--- src/nvm_seq_pkg.sv ---
// Constants and types shared by the nonvolatile memory erase/write sequencer
package nvm_seq_pkg;
  // ----------------------------------------------------------------
  // Register byte offsets
  // ----------------------------------------------------------------
  localparam logic [7:0] OFS_CTRL = 8'h00;
  localparam logic [7:0] OFS_KEY = 8'h04;
  localparam logic [7:0] OFS_ADDR = 8'h08;
  localparam logic [7:0] OFS_DATA = 8'h0C;
  localparam logic [7:0] OFS_WPROT = 8'h10;
  localparam logic [7:0] OFS_STAT = 8'h14;
  // ----------------------------------------------------------------
  // Control register bit positions
  // ----------------------------------------------------------------
  localparam int CTRL_WR = 0;
  localparam int CTRL_WEN = 1;
  localparam int CTRL_ERASE = 2;
  localparam int CTRL_REGION = 3;
  localparam int CTRL_DONE = 4;
  localparam int CTRL_IRQEN = 5;
  // ----------------------------------------------------------------
  // Unlock keys, address map and array geometry
  // ----------------------------------------------------------------
  localparam logic [7:0] KEY_FIRST = 8'h55;
  localparam logic [7:0] KEY_SECOND = 8'hAA;
  localparam int ADDR_W = 15;
  localparam int DATA_W = 14;
  localparam logic [14:0] EE_FIRST = 15'h7000;
  localparam logic [14:0] EE_LAST = 15'h70FF;
  localparam logic [14:0] UID_LAST = 15'h0003;
  localparam int ROW_LSB = 5; // 32 words per row
  localparam logic [13:0] BLANK_WORD = 14'h3FFF;
  localparam logic [1:0] KEY_NONE = 2'h0;
  localparam logic [1:0] KEY_GOT_FIRST = 2'h1;
  localparam logic [1:0] KEY_ARMED = 2'h2;
  // ----------------------------------------------------------------
  // Operation lengths in clock cycles
  // ----------------------------------------------------------------
  localparam logic [15:0] EE_ERASE_CYCLES = 16'h0040;
  localparam logic [15:0] EE_PROG_CYCLES = 16'h0040;
  localparam logic [15:0] ROW_ERASE_CYCLES = 16'h0080;
  // ----------------------------------------------------------------
  // State and command types
  // ----------------------------------------------------------------
  typedef enum logic [1:0] {ST_IDLE, ST_EE_ERASE, ST_EE_PROG,
                            ST_ROW_ERASE} seq_state_t;
  localparam logic [1:0] CMD_NONE = 2'h0;
  localparam logic [1:0] CMD_ERASE_WORD = 2'h1;
  localparam logic [1:0] CMD_PROG_WORD = 2'h2;
  localparam logic [1:0] CMD_ERASE_ROW = 2'h3;
endpackage : nvm_seq_pkg

--- src/nvm_erase_write_sequencer.sv ---
// Erase/write sequencer for on-chip nonvolatile memory, AHB-Lite slave
//
// The AHB-Lite register port and the register addresses are this design's own decisions.
`timescale 1ns/1ps
`default_nettype none
module nvm_erase_write_sequencer
  import nvm_seq_pkg::*;
(
  // Clock and reset
  input wire logic mclk_in,
  input wire logic rstn_in,
  // AHB-Lite slave
  input wire logic hsel_in,
  input wire logic [31:0] haddr_in,
  input wire logic [1:0] htrans_in,
  input wire logic hwrite_in,
  input wire logic [2:0] hsize_in,
  input wire logic [31:0] hwdata_in,
  input wire logic hready_in,
  output logic [31:0] hrdata_out,
  output logic hreadyout_out,
  output logic hresp_out,
  // Protection pin
  input wire logic code_protect_in,
  // Array command port
  output logic [1:0] mem_cmd_out,
  output logic mem_region_out,
  output logic [14:0] mem_addr_out,
  output logic [13:0] mem_wdata_out,
  // CPU side
  output logic cpu_stall_out,
  output logic nvm_irq_out
);
  // ----------------------------------------------------------------
  // Declarations
  // ----------------------------------------------------------------
  seq_state_t state_q, state_d;
  logic [15:0] cnt_q, cnt_d;
  logic wr_q, wr_d, wen_q, wen_d, erase_q, erase_d;
  logic region_q, region_d, done_q, done_d, irqen_q, irqen_d;
  logic reject_q, reject_d;
  logic [1:0] key_q, key_d;
  logic [14:0] addr_q, addr_d, wprot_q, wprot_d;
  logic [13:0] data_q, data_d;
  logic wpend_q, wpend_d, rpend_q, rpend_d;
  logic [7:0] ofs_q, ofs_d;
  logic [31:0] rdata_q, rdata_d;
  logic ready_q, ready_d;
  logic [1:0] cmd_q, cmd_d;
  logic mregion_q, mregion_d, stall_q, stall_d, irq_q, irq_d;
  logic [14:0] maddr_q, maddr_d;
  logic [13:0] mdata_q, mdata_d;
  logic cp_meta_q, cp_q;
  logic bus_take, wr_ctrl, wr_key, start_req, ee_ok, row_ok, go_ee, go_row;
  logic phase_end;

  // ----------------------------------------------------------------
  // Protection pin synchroniser
  // ----------------------------------------------------------------
  always_ff @(posedge mclk_in or negedge rstn_in) begin
    if (!rstn_in) begin
      cp_meta_q <= 1'b0;
      cp_q <= 1'b0;
    end else begin
      cp_meta_q <= code_protect_in;
      cp_q <= cp_meta_q;
    end
  end

  // ----------------------------------------------------------------
  // Bus phase tracking
  // ----------------------------------------------------------------
  // Transfer taken in address phase; reads get one wait state
  assign bus_take = hsel_in && htrans_in[1] && hready_in;
  assign wr_ctrl = wpend_q && (ofs_q == OFS_CTRL);
  assign wr_key = wpend_q && (ofs_q == OFS_KEY);
  assign start_req = wr_ctrl && hwdata_in[CTRL_WR] && (state_q == ST_IDLE);

  always_comb begin
    wpend_d = bus_take && hwrite_in;
    rpend_d = bus_take && !hwrite_in;
    ofs_d = bus_take ? haddr_in[7:0] : ofs_q;
    ready_d = !rpend_d;
    rdata_d = rdata_q;
    if (rpend_q) begin
      unique case (ofs_q)
        OFS_CTRL: rdata_d = {26'h0, irqen_q, done_q, region_q, erase_q,
                             wen_q, wr_q};
        OFS_ADDR: rdata_d = {17'h0, addr_q};
        OFS_DATA: rdata_d = {18'h0, data_q};
        OFS_WPROT: rdata_d = {17'h0, wprot_q};
        OFS_STAT: rdata_d = {27'h0, reject_q, key_q, stall_q,
                             state_q != ST_IDLE};
        default: rdata_d = 32'h0000_0000; // Key and unmapped read zero
      endcase
    end
  end

  always_ff @(posedge mclk_in or negedge rstn_in) begin
    if (!rstn_in) begin
      wpend_q <= 1'b0;
      rpend_q <= 1'b0;
      ofs_q <= 8'h00;
      ready_q <= 1'b1;
      rdata_q <= 32'h0000_0000;
    end else begin
      wpend_q <= wpend_d;
      rpend_q <= rpend_d;
      ofs_q <= ofs_d;
      ready_q <= ready_d;
      rdata_q <= rdata_d;
    end
  end

  // ----------------------------------------------------------------
  // Unlock key tracking
  // ----------------------------------------------------------------
  // Any other register write breaks the sequence
  always_comb begin
    key_d = key_q;
    if (wr_key) begin
      if (hwdata_in[7:0] == KEY_FIRST) begin
        key_d = KEY_GOT_FIRST;
      end else if (hwdata_in[7:0] == KEY_SECOND && key_q == KEY_GOT_FIRST)
      begin
        key_d = KEY_ARMED;
      end else begin
        key_d = KEY_NONE;
      end
    end else if (wpend_q) begin
      key_d = KEY_NONE;
    end
  end

  // ----------------------------------------------------------------
  // Start qualification
  // ----------------------------------------------------------------
  // EEPROM word write: region set, no erase, address inside EEPROM
  assign ee_ok = region_q && !erase_q && addr_q >= EE_FIRST
                 && addr_q <= EE_LAST;
  // Row erase: flash above the protected boundary, or user IDs
  assign row_ok = erase_q && (region_q ? (addr_q <= UID_LAST)
                 : (addr_q >= wprot_q));
  assign go_ee = start_req && key_q == KEY_ARMED && wen_q && !cp_q
                 && ee_ok;
  assign go_row = start_req && key_q == KEY_ARMED && wen_q && !cp_q
                  && row_ok;

  // ----------------------------------------------------------------
  // Software registers
  // ----------------------------------------------------------------
  always_comb begin
    wen_d = wen_q;
    erase_d = erase_q;
    region_d = region_q;
    irqen_d = irqen_q;
    addr_d = addr_q;
    data_d = data_q;
    wprot_d = wprot_q;
    wr_d = wr_q;
    done_d = done_q;
    reject_d = reject_q;
    if (wr_ctrl) begin
      wen_d = hwdata_in[CTRL_WEN];
      irqen_d = hwdata_in[CTRL_IRQEN];
      if (hwdata_in[CTRL_DONE]) begin
        done_d = 1'b0; // Write one to clear
      end
      if (state_q == ST_IDLE) begin
        erase_d = hwdata_in[CTRL_ERASE];
        region_d = hwdata_in[CTRL_REGION];
      end
    end
    // Operands stay frozen while an operation runs
    if (wpend_q && state_q == ST_IDLE) begin
      if (ofs_q == OFS_ADDR) begin
        addr_d = hwdata_in[14:0];
      end
      if (ofs_q == OFS_DATA) begin
        data_d = hwdata_in[13:0];
      end
      if (ofs_q == OFS_WPROT) begin
        wprot_d = hwdata_in[14:0];
      end
    end
    // Start bit only set by a qualified start; refused starts flagged
    if (go_ee || go_row) begin
      wr_d = 1'b1;
      reject_d = 1'b0;
    end else if (start_req) begin
      reject_d = 1'b1;
    end
    // Completion clears the start bit and sets the sticky flag
    if (phase_end && (state_q == ST_EE_PROG || state_q == ST_ROW_ERASE))
    begin
      wr_d = 1'b0;
      done_d = 1'b1;
    end
  end

  always_ff @(posedge mclk_in or negedge rstn_in) begin
    if (!rstn_in) begin
      wen_q <= 1'b0;
      erase_q <= 1'b0;
      region_q <= 1'b0;
      irqen_q <= 1'b0;
      addr_q <= '0;
      data_q <= '0;
      wprot_q <= '0;
      wr_q <= 1'b0;
      done_q <= 1'b0;
      reject_q <= 1'b0;
      key_q <= KEY_NONE;
    end else begin
      wen_q <= wen_d;
      erase_q <= erase_d;
      region_q <= region_d;
      irqen_q <= irqen_d;
      addr_q <= addr_d;
      data_q <= data_d;
      wprot_q <= wprot_d;
      wr_q <= wr_d;
      done_q <= done_d;
      reject_q <= reject_d;
      key_q <= key_d;
    end
  end

  // ----------------------------------------------------------------
  // Operation sequencer and array command
  // ----------------------------------------------------------------
  assign phase_end = (cnt_q == 16'h0000);

  always_comb begin
    state_d = state_q;
    cnt_d = (cnt_q != 16'h0000) ? cnt_q - 16'h0001 : cnt_q;
    unique case (state_q)
      ST_IDLE: begin
        if (go_ee) begin
          state_d = ST_EE_ERASE;
          cnt_d = EE_ERASE_CYCLES - 16'h0001;
        end else if (go_row) begin
          state_d = ST_ROW_ERASE;
          cnt_d = ROW_ERASE_CYCLES - 16'h0001;
        end
      end
      ST_EE_ERASE: begin
        if (phase_end) begin
          state_d = ST_EE_PROG;
          cnt_d = EE_PROG_CYCLES - 16'h0001;
        end
      end
      ST_EE_PROG: begin
        if (phase_end) begin
          state_d = ST_IDLE;
        end
      end
      ST_ROW_ERASE: begin
        if (phase_end) begin
          state_d = ST_IDLE;
        end
      end
    endcase
    // Array sees erase-word, program-word or erase-row as a level
    cmd_d = CMD_NONE;
    mdata_d = BLANK_WORD;
    maddr_d = addr_q;
    mregion_d = region_q;
    unique case (state_d)
      ST_IDLE: cmd_d = CMD_NONE;
      ST_EE_ERASE: cmd_d = CMD_ERASE_WORD;
      ST_EE_PROG: begin
        cmd_d = CMD_PROG_WORD;
        mdata_d = data_q;
      end
      ST_ROW_ERASE: begin
        cmd_d = CMD_ERASE_ROW;
        maddr_d = {addr_q[14:ROW_LSB], {ROW_LSB{1'b0}}};
      end
    endcase
    stall_d = (state_d == ST_ROW_ERASE);
    irq_d = done_d && irqen_d;
  end

  always_ff @(posedge mclk_in or negedge rstn_in) begin
    if (!rstn_in) begin
      state_q <= ST_IDLE;
      cnt_q <= 16'h0000;
      cmd_q <= CMD_NONE;
      mregion_q <= 1'b0;
      maddr_q <= '0;
      mdata_q <= BLANK_WORD;
      stall_q <= 1'b0;
      irq_q <= 1'b0;
    end else begin
      state_q <= state_d;
      cnt_q <= cnt_d;
      cmd_q <= cmd_d;
      mregion_q <= mregion_d;
      maddr_q <= maddr_d;
      mdata_q <= mdata_d;
      stall_q <= stall_d;
      irq_q <= irq_d;
    end
  end

  // ----------------------------------------------------------------
  // Output drive
  // ----------------------------------------------------------------
  assign hrdata_out = rdata_q;
  assign hreadyout_out = ready_q;
  assign hresp_out = 1'b0;
  assign mem_cmd_out = cmd_q;
  assign mem_region_out = mregion_q;
  assign mem_addr_out = maddr_q;
  assign mem_wdata_out = mdata_q;
  assign cpu_stall_out = stall_q;
  assign nvm_irq_out = irq_q;
endmodule : nvm_erase_write_sequencer
`default_nettype wire

--- config.mk ---
export PLATFORM = sky130hd
export DESIGN_NAME = nvm_erase_write_sequencer
export DESIGN_NICKNAME = d
export VERILOG_FILES = /design/src/nvm_seq_pkg.sv /design/src/nvm_erase_write_sequencer.sv
export SDC_FILE = /design/constraint.sdc
export NUM_CORES = 1
export LEC_CHECK = 0
export ABC_AREA = 1
export BUFFER_PORTS_ARGS = -buffer_cell sky130_fd_sc_hd__buf_2
export CELL_PAD_IN_SITES_DETAIL_PLACEMENT = 1
export CELL_PAD_IN_SITES_GLOBAL_PLACEMENT = 1
export CORE_UTILIZATION = 40
export CTS_BUF_LIST = sky130_fd_sc_hd__clkbuf_4
export DETAILED_ROUTE_END_ITERATION = 12
export PLACE_DENSITY_LB_ADDON = 0.1
export SYNTH_ARGS = -nofsm -noshare
export SYNTH_HDL_FRONTEND = slang
export SYNTH_SLANG_ARGS = --single-unit
--- constraint.sdc ---
create_clock -name mclk_in -period 2.15 [get_ports mclk_in]
set_clock_uncertainty 0.05 [all_clocks]
set_input_delay 0 -clock mclk_in [delete_from_list [all_inputs] [get_ports mclk_in]]
set_output_delay 0 -clock mclk_in [all_outputs]
set_load 0.01 [all_outputs]
==> results of run 1 <==
routing by layer:
layer | GRT usage (%) | up-vias | part of all wire, %
li1 | - | 2588 | -
met1 | 33.5 | 2622 | 47
met2 | 40.5 | 127 | 47
met3 | 5.38 | 24 | 4.4
met4 | 9.20 | 0 | 1.6
met5 | 0 | - | 0
layout make-up:
class / count / share of cell area (%)
diodes: 2 / 0.0631
well taps: 211 / 3.33
clock buffers: 18 / 1.70
multi-input cells: 452 / 31.9
inverters: 106 / 5.07
flip-flops and latches: 132 / 41.9
clock inverters: 14 / 1.44
repair buffers: 159 / 14.6
flip-flops by register name (all words and copies together) (netlist names), 2 cells and up:
register / count
cnt_q: 16
mem_wdata_out: 14
key_q: 2
data_q: 14
mem_addr_out: 15
mem_cmd_out: 2
hrdata_out: 15
addr_q: 15
ofs_q: 8
wprot_q: 15
worst min path at each step:
stage / cells after the start / slack, ns / end
finish: 4 / 0.16 / ofs_q[2]
global route: 4 / 0.14 / ofs_q[2]
CTS: 3 / 0.11 / ofs_q[1]
detailed placement: 1 / -0.07 / cnt_q[13]
global placement: 1 / -0.07 / cnt_q[13]
floorplan: 0 / -0.35 / addr_q[0]
layout by cell type (no fill, tap or decap), types with 10 or more instances in the layout:
master / n
conb_1: 18
buf_2: 78
a21oi_1: 24
dfrtp_1: 117
nand3_1: 23
nor2_1: 54
dlygate4sd3_1: 39
nand4_1: 12
inv_1: 92
nand2_1: 133
o21ai_0: 71
nand3_2: 11
nand2_2: 10
dfstp_2: 15
clkbuf_4: 18
inv_2: 12
ha_1: 16
buf_4: 37
critical path, cell delays in order, from the launching register on:
cell and delay [ns]:
dfrtp_1 0.41, buf_4 0.16, nor2_2 0.12, nand2_1 0.11
nor2_2 0.14, nand2_1 0.09, nand2_1 0.07, nand2_1 0.06
nor2_2 0.11, nand2_2 0.11, nand2_2 0.10, nand2_4 0.07
nor2_4 0.25, nor2_1 0.11
cell families after synthesis:
logic type | after synthesis | share of synthesized area (%)
AND/OR/NAND/NOR | 289 | 22.6
other | 1 | 0.0593
adder cells (fa/ha/maj) | 18 | 3.56
AO/OA/AOI/OAI | 119 | 9.99
multiplexers | 4 | 0.712
buffers and inverters | 140 | 9.95
flip-flops | 132 | 52.5
XOR/XNOR | 4 | 0.554
per-stage QoR:
step	total power (uW)	TNS, ns	cells	hold slack, ns	util (%)
floorplan	2900	0	724	-0.346	-
global placement	3070	-0.0126	1017	-0.0695	46.6
detailed placement	3090	-0.140	1017	-0.0661	46.6
CTS	4710	0	1089	0.107	51.1
global route	4900	-0.380	1093	0.138	51.7
finish	4680	0	1094	0.163	51.8
where the power goes:
| group | total [uW] | internal (uW) | switching [uW] |
|---|---|---|---|
| clock | 1560 | 573 | 985 |
| sequential | 2620 | 2570 | 56.8 |
| combinational | 501 | 207 | 294 |
repair_timing:
| action | 4_1_cts | 5_1_grt |
|---|---|---|
| resized for setup | 4 | 17 |
| setup buffers | 0 | 3 |
| hold endpoints to repair | 183 | 0 |
| pin swaps | 1 | 3 |
| hold buffers | 40 | 0 |
| endpoints found under the setup margin | 16 | 39 |
==> impl_results.md, run 1 <==
* CTS max path bufs at 2
* Routability-driven placement congestion ratio at 0.926
* Setup crit start kind: flip-flop
* Launch instance of the worst register-to-register path: addr_q[9]
* Setup slack of the worst register-to-register path at between 0.08 and 0.09 ns
* Via count of the first global-routing pass at 5,737
* Worst Setup SP: addr_q[9]
* Data arrival at the endpoint of the critical path at 2.47 ns
* Number of flops mapped to enable cells by yosys at 0
* Number of antenna violations at the first check in global routing at 2
* Final setup violation count at 0
* Synth Instances at 707
* Die span in x at 128 microns
* Clock net sink count at 132
* TritonCTS clock tree: done
* Iteration-0 DRC count of the detailed router at 371
* Type of the worst setup path: flip-flop to flip-flop
* Die outline height at roughly 130 microns
* Transition time at the pin with the least slew margin at 0.584 ns
* Dpl cell area at 7140 sq um
* Clock buffers created by TritonCTS at 17
* Library cells used by synthesis at 45
* Post-DR vias/cell at 4.90
* Footprint of the multi-input gates at approximately 2500 sq um
* VDD IR-drop max at between 0.0004 and 0.0005 V
* Post-route DRC at 0
* Power density over the cells at 591 nW/um^2
* Clock Pin Slew Worst Setup and Hold Paths at 0.12 ns
* Type of the tightest min-delay check: input port to flip-flop
* Most frequent cell after synthesis: nand2_1
* Headroom to the max-slew limit at 61.0%
* Total leakage power at 0.00408 uW
* Share of layout cells above drive strength 1 at 26.9%
* Total wire length after detailed routing at 19.1 mm
* Worst setup slack after placement at -0.0350 ns
* DIE AREA at 16,300 sq um
* Capturing instance or port of the critical path: mem_addr_out[3]
* I/O pins at around 140
* Final cell area excluding filler cells at 7930 sq um
* Most instantiated cells after synthesis: nand2_1 (137), dfrtp_1 (117), inv_1 (93)
* Final cycle utilization of the critical path at 96.2%
* Dominant synthesized flop cell: dfrtp_1
* Overall via count from detail_route at 5,361
* Cells on worst reg2reg path at 13
* Area contributors post-synth: dfrtp_1 (46%), nand2_1 (8.1%), dfstp_2 (6.2%)
* Synth warn at 0
* Estimated wirelength of the detail-placed design at around 14 mm
* Area fraction of the dominant cell type after synthesis at 46.3%
* Part of the Yosys area used for sequential elements at 52.5%
* Number of buffers inserted by port buffering at 79
* Capturing element type of the critical path: flip-flop
* Average detailed-routed wire length per instance at 17.5 microns
* Setup repair after global routing missed its margin: yes
* Fillers at 1,848
* Async set-or-reset flop fraction in the synthesized netlist at 100%
* Number of failing hold endpoints at the final stage at 0
* Count of H-tree levels built during CTS at 4
* Reported max-cap violation count at 0
* Syn avg cell area at between 8 and 9 sq um
* Number of max-slew violations in the final report at 0
* Maximum number of pins on one net before global-route repair at 61
* Library cell used as clock root buffer: clkbuf_4
* Reg2Reg Capture Point: mem_addr_out[3]
* Clock latency reported for the late side of the worst-skew pair at 0.58 ns
* Total global-route track usage at between 20% and 30%
* Remaining number of nets flagged by the antenna check after routing at 0
* Critical path required time at 2.55 ns
* Maximum fanout along the worst path at 6
* Effective utilization at floorplan at 41.3%
* Cell type contributing the most total cell area after synthesis: dfrtp_1
* Maximum operating frequency at 484 MHz
* Num rows at 45
* Layout-stage area growth over the synthesis result at 25.4%
* Final #Nets at a little under 1,000
* Result of the run: complete, no violations
* Area inside the core boundary at 15,300 sq um
* #FFs+latches synth at 132
* Setup WS post-layout at 0.0820 ns
* Overflow left after global routing at 0
* Post-synth design cell area at 6320 sq um
* Hold Crit Start: haddr_in[2]
* Register area at about 3300 sq um
* Wire length of the first global-routing pass at just over 30 mm
* Final min period at 2.07 ns
* DR pass1 iterations at 4
Power figures use the tool's default switching activity.
==> run 2, diff against run 1 <==
- CORE_MARGIN: default -> 1.5
- CORE_UTILIZATION: 40 -> 42
==> run 2 against run 1 <==
Power fell by 1.3%. Flip-flop and latch count stayed put. Non-clock buffer count decreased by 8. The flow now finishes with violations (DRC). Die area fell by 3.2%.
==> impl_results.md, run 2 (synthesized netlist as in run 1, its figures left out) <==
* Count of H-tree levels built during CTS at 4 (unchanged)
* Number of antenna violations at the first check in global routing at 0 (was 2)
* Wire length of the first global-routing pass at 30.0 mm (was 30.8 mm)
* Die span in x at 126 microns (was 128 microns)
* Num rows at 44 (was 45)
* VDD IR-drop max at 0.000411 V (was 0.000433 V)
* Final min period at 2.07 ns (about the same)
* Clock latency reported for the late side of the worst-skew pair at 0.55 ns (was 0.58 ns)
* Violated checks: DRC
* Capturing element type of the critical path: flip-flop (unchanged)
* Most common cell after layout, fill and taps aside: nand2_1 (unchanged)
* Average detailed-routed wire length per instance at 17.7 microns (was 17.5 microns)
* Total wire length after detailed routing at 18.7 mm (was 19.1 mm)
* Worst setup slack after placement at 0.0204 ns (was -0.0350 ns)
* Setup slack of the worst register-to-register path at 0.08 ns (about the same)
* Power density over the cells at 592 nW/um^2 (was 591 nW/um^2)
* Die outline height at 126 microns (was 128 microns)
* Critical path required time at 2.55 ns (about the same)
* Worst hold slack at 0.0514 ns (was 0.163 ns)
* Reported max-cap violation count at 0 (unchanged)
* Worst path top cell family by delay: simple AND/OR/NAND/NOR gates (unchanged)
* Clock net sink count at 132 (unchanged)
* Cells along the critical path: ha_1 -> a21oi_1 -> nand2_1 -> nand2_1 -> nand2_1 -> nand2_1 -> nand4_1 -> nand2_2 -> nand2_4 -> nor2_8 -> buf_12 -> nand3b_1 (was buf_4 -> nor2_2 -> nand2_1 -> nor2_2 -> nand2_1 -> nand2_1 -> nand2_1 -> nor2_2 -> nand2_2 -> nand2_2 -> nand2_4 -> nor2_4 -> nor2_1)
* Number of failing hold endpoints at the final stage at 0 (unchanged)
* Maximum number of pins on one net before global-route repair at 65 (was 61)
* Worst Setup SP: addr_q[2] (was addr_q[9])
* Via count of the first global-routing pass at 5,646 (was 5,737)
* DIE AREA at 15,800 sq um (was 16,300 sq um)
* Headroom to the max-slew limit at 55.7% (was 61.0%)
* CP max stage cell: dfrtp_1 (unchanged)
* Final cell area excluding filler cells at 7810 sq um (was 7930 sq um)
* Share of layout cells above drive strength 1 at 26.0% (was 26.9%)
* Maximum operating frequency at 484 MHz (about the same)
* Dpl cell area at 7080 sq um (was 7140 sq um)
* Largest register by flop count: cnt_q (unchanged)
* Setup WS post-layout at 0.0840 ns (was 0.0820 ns)
* Launch instance of the worst register-to-register path: addr_q[2] (was addr_q[9])
* Aggregate negative setup slack at 0 ns (unchanged)
* Overflow left after global routing at 0 (unchanged)
* Number of buffers inserted by port buffering at 79 (unchanged)
* Type of the tightest min-delay check: input port to flip-flop (unchanged)
* TritonCTS clock tree: done (unchanged)
* Remaining number of nets flagged by the antenna check after routing at 0 (unchanged)
* Combined buffer and inverter count along the critical path at 1 (unchanged)
* Fillers at 1,802 (was 1,848)
* Total global-route track usage at 24.8% (was 25.2%)
* Final cycle utilization of the critical path at 96.1% (was 96.2%)
* Effective utilization at floorplan at 43.2% (was 41.3%)
* I/O pins at 143 (unchanged)
* CTS max path bufs at 2 (unchanged)
* Post-DR vias/cell at 5.15 (was 4.90)
* Setup crit start kind: flip-flop (unchanged)
* Non-filler instance count after layout at 1,057 (was 1,094)
* Maximum fanout along the worst path at 15 (was 6)
* Number of flip-flops in the largest register at 16 (unchanged)
* Placed insts at 987 (was 1,017)
* Area inside the core boundary at 14,600 sq um (was 15,300 sq um)
* Layout-stage area growth over the synthesis result at 23.5% (was 25.4%)
* Total leakage power at 0.00406 uW (was 0.00408 uW)
* Result of the run: finished with violations (was complete, no violations)
* Estimated wirelength of the detail-placed design at 13.9 mm (was 13.6 mm)
* Worst path most repeated cell: nand2_1 (unchanged)
* Clock Pin Slew Worst Setup and Hold Paths at 0.12 ns (about the same)
* Final setup violation count at 0 (unchanged)
* Number of max-slew violations in the final report at 0 (unchanged)
* Data arrival at the endpoint of the critical path at 2.47 ns (about the same)
* Antenna diode count at 0 (was 2)
* Maximum single-stage delay on the critical path at 0.42 ns (was 0.41 ns)
* Post-route DRC at 9 (was 0)
* Commonest non-fill, non-tap cells in the layout: nand2_1 (134), dfrtp_1 (117), inv_1 (93), buf_2 (78), o21ai_0 (71) (was nand2_1 (133), dfrtp_1 (117), inv_1 (92), buf_2 (78), o21ai_0 (71))
* Transition time at the pin with the least slew margin at 0.664 ns (was 0.584 ns)
* Overall via count from detail_route at 5,442 (was 5,361)
* Final #Nets at 953 (was 961)
* Iteration-0 DRC count of the detailed router at 300 (was 371)
* Hold Crit Start: hsel_in (was haddr_in[2])
* Routability-driven placement congestion ratio at 0.848 (was 0.926)
* Library cell used as clock root buffer: clkbuf_4 (unchanged)
* Type of the worst setup path: flip-flop to flip-flop (unchanged)
* Clock buffers created by TritonCTS at 17 (unchanged)
* DR pass1 iterations at 11 (was 4)
==> run 2: repair_timing <==
item / in CTS / in global routing
cloned: 0 / 0
resized for setup: 2 / 16
endpoints found under the setup margin: 1 / 32
buffers inserted: 0 / 3
pin swaps: 0 / 2
hold buffers: 35 / 0
hold endpoints to repair: 194 / 0
==> run 2: layer usage <==
metal / vias to the layer above / wire length (microns) / GRT usage [%]
met1: 2710 / 8540 / 33.6
met3: 23 / 885 / 5.27
met5: - / 0 / 0
met4: 0 / 291 / 7.11
met2: 148 / 9030 / 40.5
li1: 2561 / - / -
==> run 2: metrics by stage <==
| stage | total power (uW) | util (%) |
|---|---|---|
| 4_1_cts | 4660 | 52.5 |
| 3_3_place_gp | 3070 | 48.4 |
| 2_1_floorplan | 2900 | - |
| 6_report | 4620 | 53.3 |
| 5_1_grt | 4860 | 53.3 |
| 3_5_place_dp | 3100 | 48.4 |
==> run 2: area by class of cell <==
class                           instances  area (sq um)  area share [%]
Clock inverter                          8          62.6           0.801
Clock buffer                           24           180            2.31
Inverter                              106           407            5.21
Tap cell                              184           230            2.95
Multi-Input combinational cell        452          2540            32.5
Timing Repair Buffer                  151          1070            13.7
Sequential cell                       132          3320            42.5
==> run 2: path summary, 6_finish.rpt <==
path | cells past startpoint | endpoint
min reg2reg | 0 | cp_q
min in group asynchronous | 3 | cnt_q[9]
max in group asynchronous | 4 | mem_wdata_out[5]
max reg2reg | 12 | mem_wdata_out[3]
max | 12 | mem_wdata_out[3]
min | 3 | ofs_q[3]
==> run 2: report_power, final <==
part	total [uW]	switching [uW]	leakage, uW	internal, uW
sequential	2620	57.3	0.00136	2570
combinational	486	291	0.00256	195
clock	1510	863	0.000147	646
total	4620	1210	0.00406	3410
==> run 2: worst register-to-register path, stage by stage, from the launching register on <==
cell	delay [ns]
dfrtp_1	0.42
ha_1	0.35
a21oi_1	0.16
nand2_1	0.07
nand2_1	0.06
nand2_1	0.07
nand2_1	0.06
nand4_1	0.09
nand2_2	0.13
nand2_4	0.10
nor2_8	0.14
buf_12	0.17
nand3b_1	0.11
==> run 3, diff against run 2 <==
- ABC_AREA: 1 -> default
- CORE_UTILIZATION: 42 -> 44
==> run 3 against run 2 <==
The run ends with setup timing left. Final cell count down 14%. Maximum frequency down 15%. Critical path depth down 4. Combinational power grew 56%. Hold slack lost 0.0038 ns. Non-clock buffer count is 51 higher. Synthesized area is 5.5% lower. Via count shrank 11%. Sequential power is 3% higher. Critical endpoint is now cnt_q[4].
==> impl_results.md, run 3 <==
* Clock Pin Slew Worst Setup and Hold Paths at 0.12 ns (about the same)
* Cell-internal power at 3900 uW (was 3410 uW)
* Switching Power at 1410 uW (was 1210 uW)
* Num rows at 42 (was 44)
* Headroom to the max-slew limit at 52.5% (was 55.7%)
* Most frequent cell after synthesis: dfrtp_1 (was nand2_1)
* Effective utilization at floorplan at 45.1% (was 43.2%)
* Total global-route track usage at 25.5% (was 24.8%)
* Post-route DRC at 0 (was 9)
* Final #Nets at 809 (was 953)
* Net switching fraction of the power at 26.5% (was 26.2%)
* Number of antenna violations at the first check in global routing at 1 (was 0)
* Worst hold path depth at 3 (unchanged)
* I/O pins at 143 (unchanged)
* Routability-driven placement congestion ratio at 0.803 (was 0.848)
* Number of failing hold endpoints at the final stage at 0 (unchanged)
* Cells on worst reg2reg path at 8 (was 12)
* Setup repair after global routing missed its margin: yes
* Placed insts at 827 (was 987)
* Violated checks: setup timing (was DRC)
* Library cells used by synthesis at 54 (was 45)
* Critical path required time at 2.55 ns (about the same)
* Die outline height at 120 microns (was 126 microns)
* Post-synth design cell area at 5970 sq um (was 6320 sq um)
* DIE AREA at 14,300 sq um (was 15,800 sq um)
* VDD IR-drop max at 0.000598 V (was 0.000411 V)
* Area inside the core boundary at 13,200 sq um (was 14,600 sq um)
* Layout-stage area growth over the synthesis result at 37.3% (was 23.5%)
* Setup crit start kind: flip-flop (unchanged)
* Fillers at 1,438 (was 1,802)
* Maximum operating frequency at 413 MHz (was 484 MHz)
* TritonCTS clock tree: done (unchanged)
* Result of the run: finished with violations (unchanged)
* Largest register by flop count: cnt_q (unchanged)
* Part of the Yosys area used for sequential elements at 55.6% (was 52.5%)
* #FFs+latches synth at 132 (unchanged)
* Register area at 3320 sq um (unchanged)
* Number of max-slew violations in the final report at 0 (unchanged)
* Setup slack of the worst register-to-register path at -0.27 ns (was 0.08 ns)
* Worst Setup SP: addr_q[8] (was addr_q[2])
* Clock buffers created by TritonCTS at 17 (unchanged)
* Final cycle utilization of the critical path at 113% (was 96.1%)
* Sequential fraction of design power at 50.8% (was 56.8%)
* Overflow left after global routing at 0 (unchanged)
* Data arrival at the endpoint of the critical path at 2.82 ns (was 2.47 ns)
* Clock power share at 34.9% (was 32.7%)
* Part of the total power dissipated in combinational logic at 14.3% (was 10.5%)
* Final core utilization at 62.0% (was 53.3%)
* Total leakage power at 0.00377 uW (was 0.00406 uW)
* Most instantiated cells after synthesis: dfrtp_1 (117), mux2_2 (54), nor2_1 (38) (was nand2_1 (137), dfrtp_1 (117), inv_1 (93))
* Cell type contributing the most total cell area after synthesis: dfrtp_1 (unchanged)
* Syn avg cell area at 11.7 sq um (was 8.94 sq um)
* Total wire length after detailed routing at 18.2 mm (was 18.7 mm)
* CTS max path bufs at 2 (unchanged)
* Reg2Reg Capture Point: cnt_q[4] (was mem_wdata_out[3])
* Via count of the first global-routing pass at 5,308 (was 5,646)
* Number of flip-flops in the largest register at 16 (unchanged)
* Power density over the cells at 647 nW/um^2 (was 592 nW/um^2)
* Hold Crit Start: htrans_in[1] (was hsel_in)
* Type of the tightest min-delay check: input port to flip-flop (unchanged)
* Synth warn at 0 (unchanged)
* Share of layout cells above drive strength 1 at 46.4% (was 26.0%)
* Maximum number of pins on one net before global-route repair at 54 (was 65)
* Number of flops mapped to enable cells by yosys at 0 (unchanged)
* Dominant synthesized flop cell: dfrtp_1 (unchanged)
* Launch instance of the worst register-to-register path: addr_q[8] (was addr_q[2])
* Most common cell after layout, fill and taps aside: dfrtp_1 (was nand2_1)
* Capturing element type of the critical path: flip-flop (unchanged)
* DR pass1 iterations at 5 (was 11)
* Remaining number of nets flagged by the antenna check after routing at 0 (unchanged)
* Overall via count from detail_route at 4,846 (was 5,442)
* Die span in x at 120 microns (was 126 microns)
* Setup WS post-layout at -0.273 ns (was 0.0840 ns)
* Clock latency reported for the late side of the worst-skew pair at 0.55 ns (about the same)
* Final setup violation count at 56 (was 0)
* Area contributors post-synth: dfrtp_1 (49%), mux2_2 (10%), dfstp_2 (6.6%) (was dfrtp_1 (46%), nand2_1 (8.1%), dfstp_2 (6.2%))
* Async set-or-reset flop fraction in the synthesized netlist at 100% (unchanged)
* Wire length of the first global-routing pass at 27.8 mm (was 30.0 mm)
* Reported max-cap violation count at 0 (unchanged)
* Transition time at the pin with the least slew margin at 0.707 ns (was 0.664 ns)
* Capturing instance or port of the critical path: cnt_q[4] (was mem_wdata_out[3])
* Iteration-0 DRC count of the detailed router at 310 (was 300)
* Number of buffers inserted by port buffering at 79 (unchanged)
* Worst hold slack at 0.0476 ns (was 0.0514 ns)
* Area fraction of the dominant cell type after synthesis at 49.0% (was 46.3%)
* Synth Instances at 510 (was 707)
* Count of H-tree levels built during CTS at 4 (unchanged)
* Clock net sink count at 132 (unchanged)
* Estimated wirelength of the detail-placed design at 11.7 mm (was 13.9 mm)
* Commonest non-fill, non-tap cells in the layout: dfrtp_1 (117), buf_4 (81), buf_2 (78), mux2_2 (54), nor2_1 (34) (was nand2_1 (134), dfrtp_1 (117), inv_1 (93), buf_2 (78), o21ai_0 (71))
* Maximum fanout along the worst path at 8 (was 15)
* Average detailed-routed wire length per instance at 20.0 microns (was 17.7 microns)
* Non-filler instance count after layout at 906 (was 1,057)
* Final min period at 2.42 ns (was 2.07 ns)
* Footprint of the multi-input gates at 2690 sq um (was 2540 sq um)
* Type of the worst setup path: flip-flop to flip-flop (unchanged)
* Total power draw at 5310 uW (was 4620 uW)
* Library cell used as clock root buffer: clkbuf_4 (unchanged)
* Post-DR vias/cell at 5.35 (was 5.15)
## run 3: stage by stage
stage          setup TNS (ns)  setup slack, ns  area, sq um
2_1_floorplan           -1.10          -0.0915         6060
3_3_place_gp            -3.90           -0.209         7130
3_5_place_dp            -6.99           -0.324         7130
4_1_cts                 -5.94           -0.249         7920
5_1_grt                -10.68           -0.347         8200
6_report                -7.17           -0.273         8200
## run 3: cell families after synthesis
family / count (synthesis) / synth area share (%)
adder cells (fa/ha/maj): 18 / 3.77
AND/OR/NAND/NOR: 152 / 14.0
XOR/XNOR: 8 / 1.17
AO/OA/AOI/OAI: 70 / 8.48
buffers and inverters: 69 / 5.70
flip-flops: 132 / 55.6
multiplexers: 60 / 11.2
other: 1 / 0.0628
## run 3: cell type report
class,count,area share [%]
multi-input cells,328,32.8
well taps,176,2.68
inverters,35,1.65
clock inverters,13,2.00
diodes,1,0.0305
clock buffers,19,1.74
flip-flops and latches,132,40.5
repair buffers,202,18.6
## run 3: repair_timing
action | in CTS | in global routing
endpoints found under the hold margin | 196 | 0
cloned | 2 | 3
pin swaps | 6 | 23
hold buffers | 30 | 0
resized for setup | 22 | 46
endpoints found under the setup margin | 45 | 66
buffers inserted | 5 | 7
## run 3: per-layer routing
layer	routed length [microns]	track usage (%)	vias to the layer above	part of all wire, %
li1	-	-	2223	-
met4	342	8.78	0	1.9
met1	7790	32.9	2467	43
met5	0	0	-	0
met2	9240	42.4	128	51
met3	773	5.80	28	4.3
## run 3: worst min path at each step
stage	end
after global placement	cnt_q[1]
final	hreadyout_out
after CTS	hreadyout_out
after floorplan	addr_q[0]
after detailed placement	cnt_q[1]
after global routing	cp_meta_q
## run 3: worst max-delay path, stage by stage, from the launching register on
cell and delay [ns]:
dfrtp_1 0.43, ha_1 0.32, a21oi_1 0.20, o21ai_2 0.10
a2111oi_4 0.44, o41ai_4 0.18, buf_4 0.18, o211a_4 0.18
a211o_1 0.24
## run 3: power groups by stage
stage	clock [uW]	sequential (uW)	combinational, uW
2_1_floorplan	0	2760	287
3_3_place_gp	0	2730	596
3_5_place_dp	0	2740	614
4_1_cts	1880	2690	704
5_1_grt	2010	2710	820
6_report	1850	2700	758
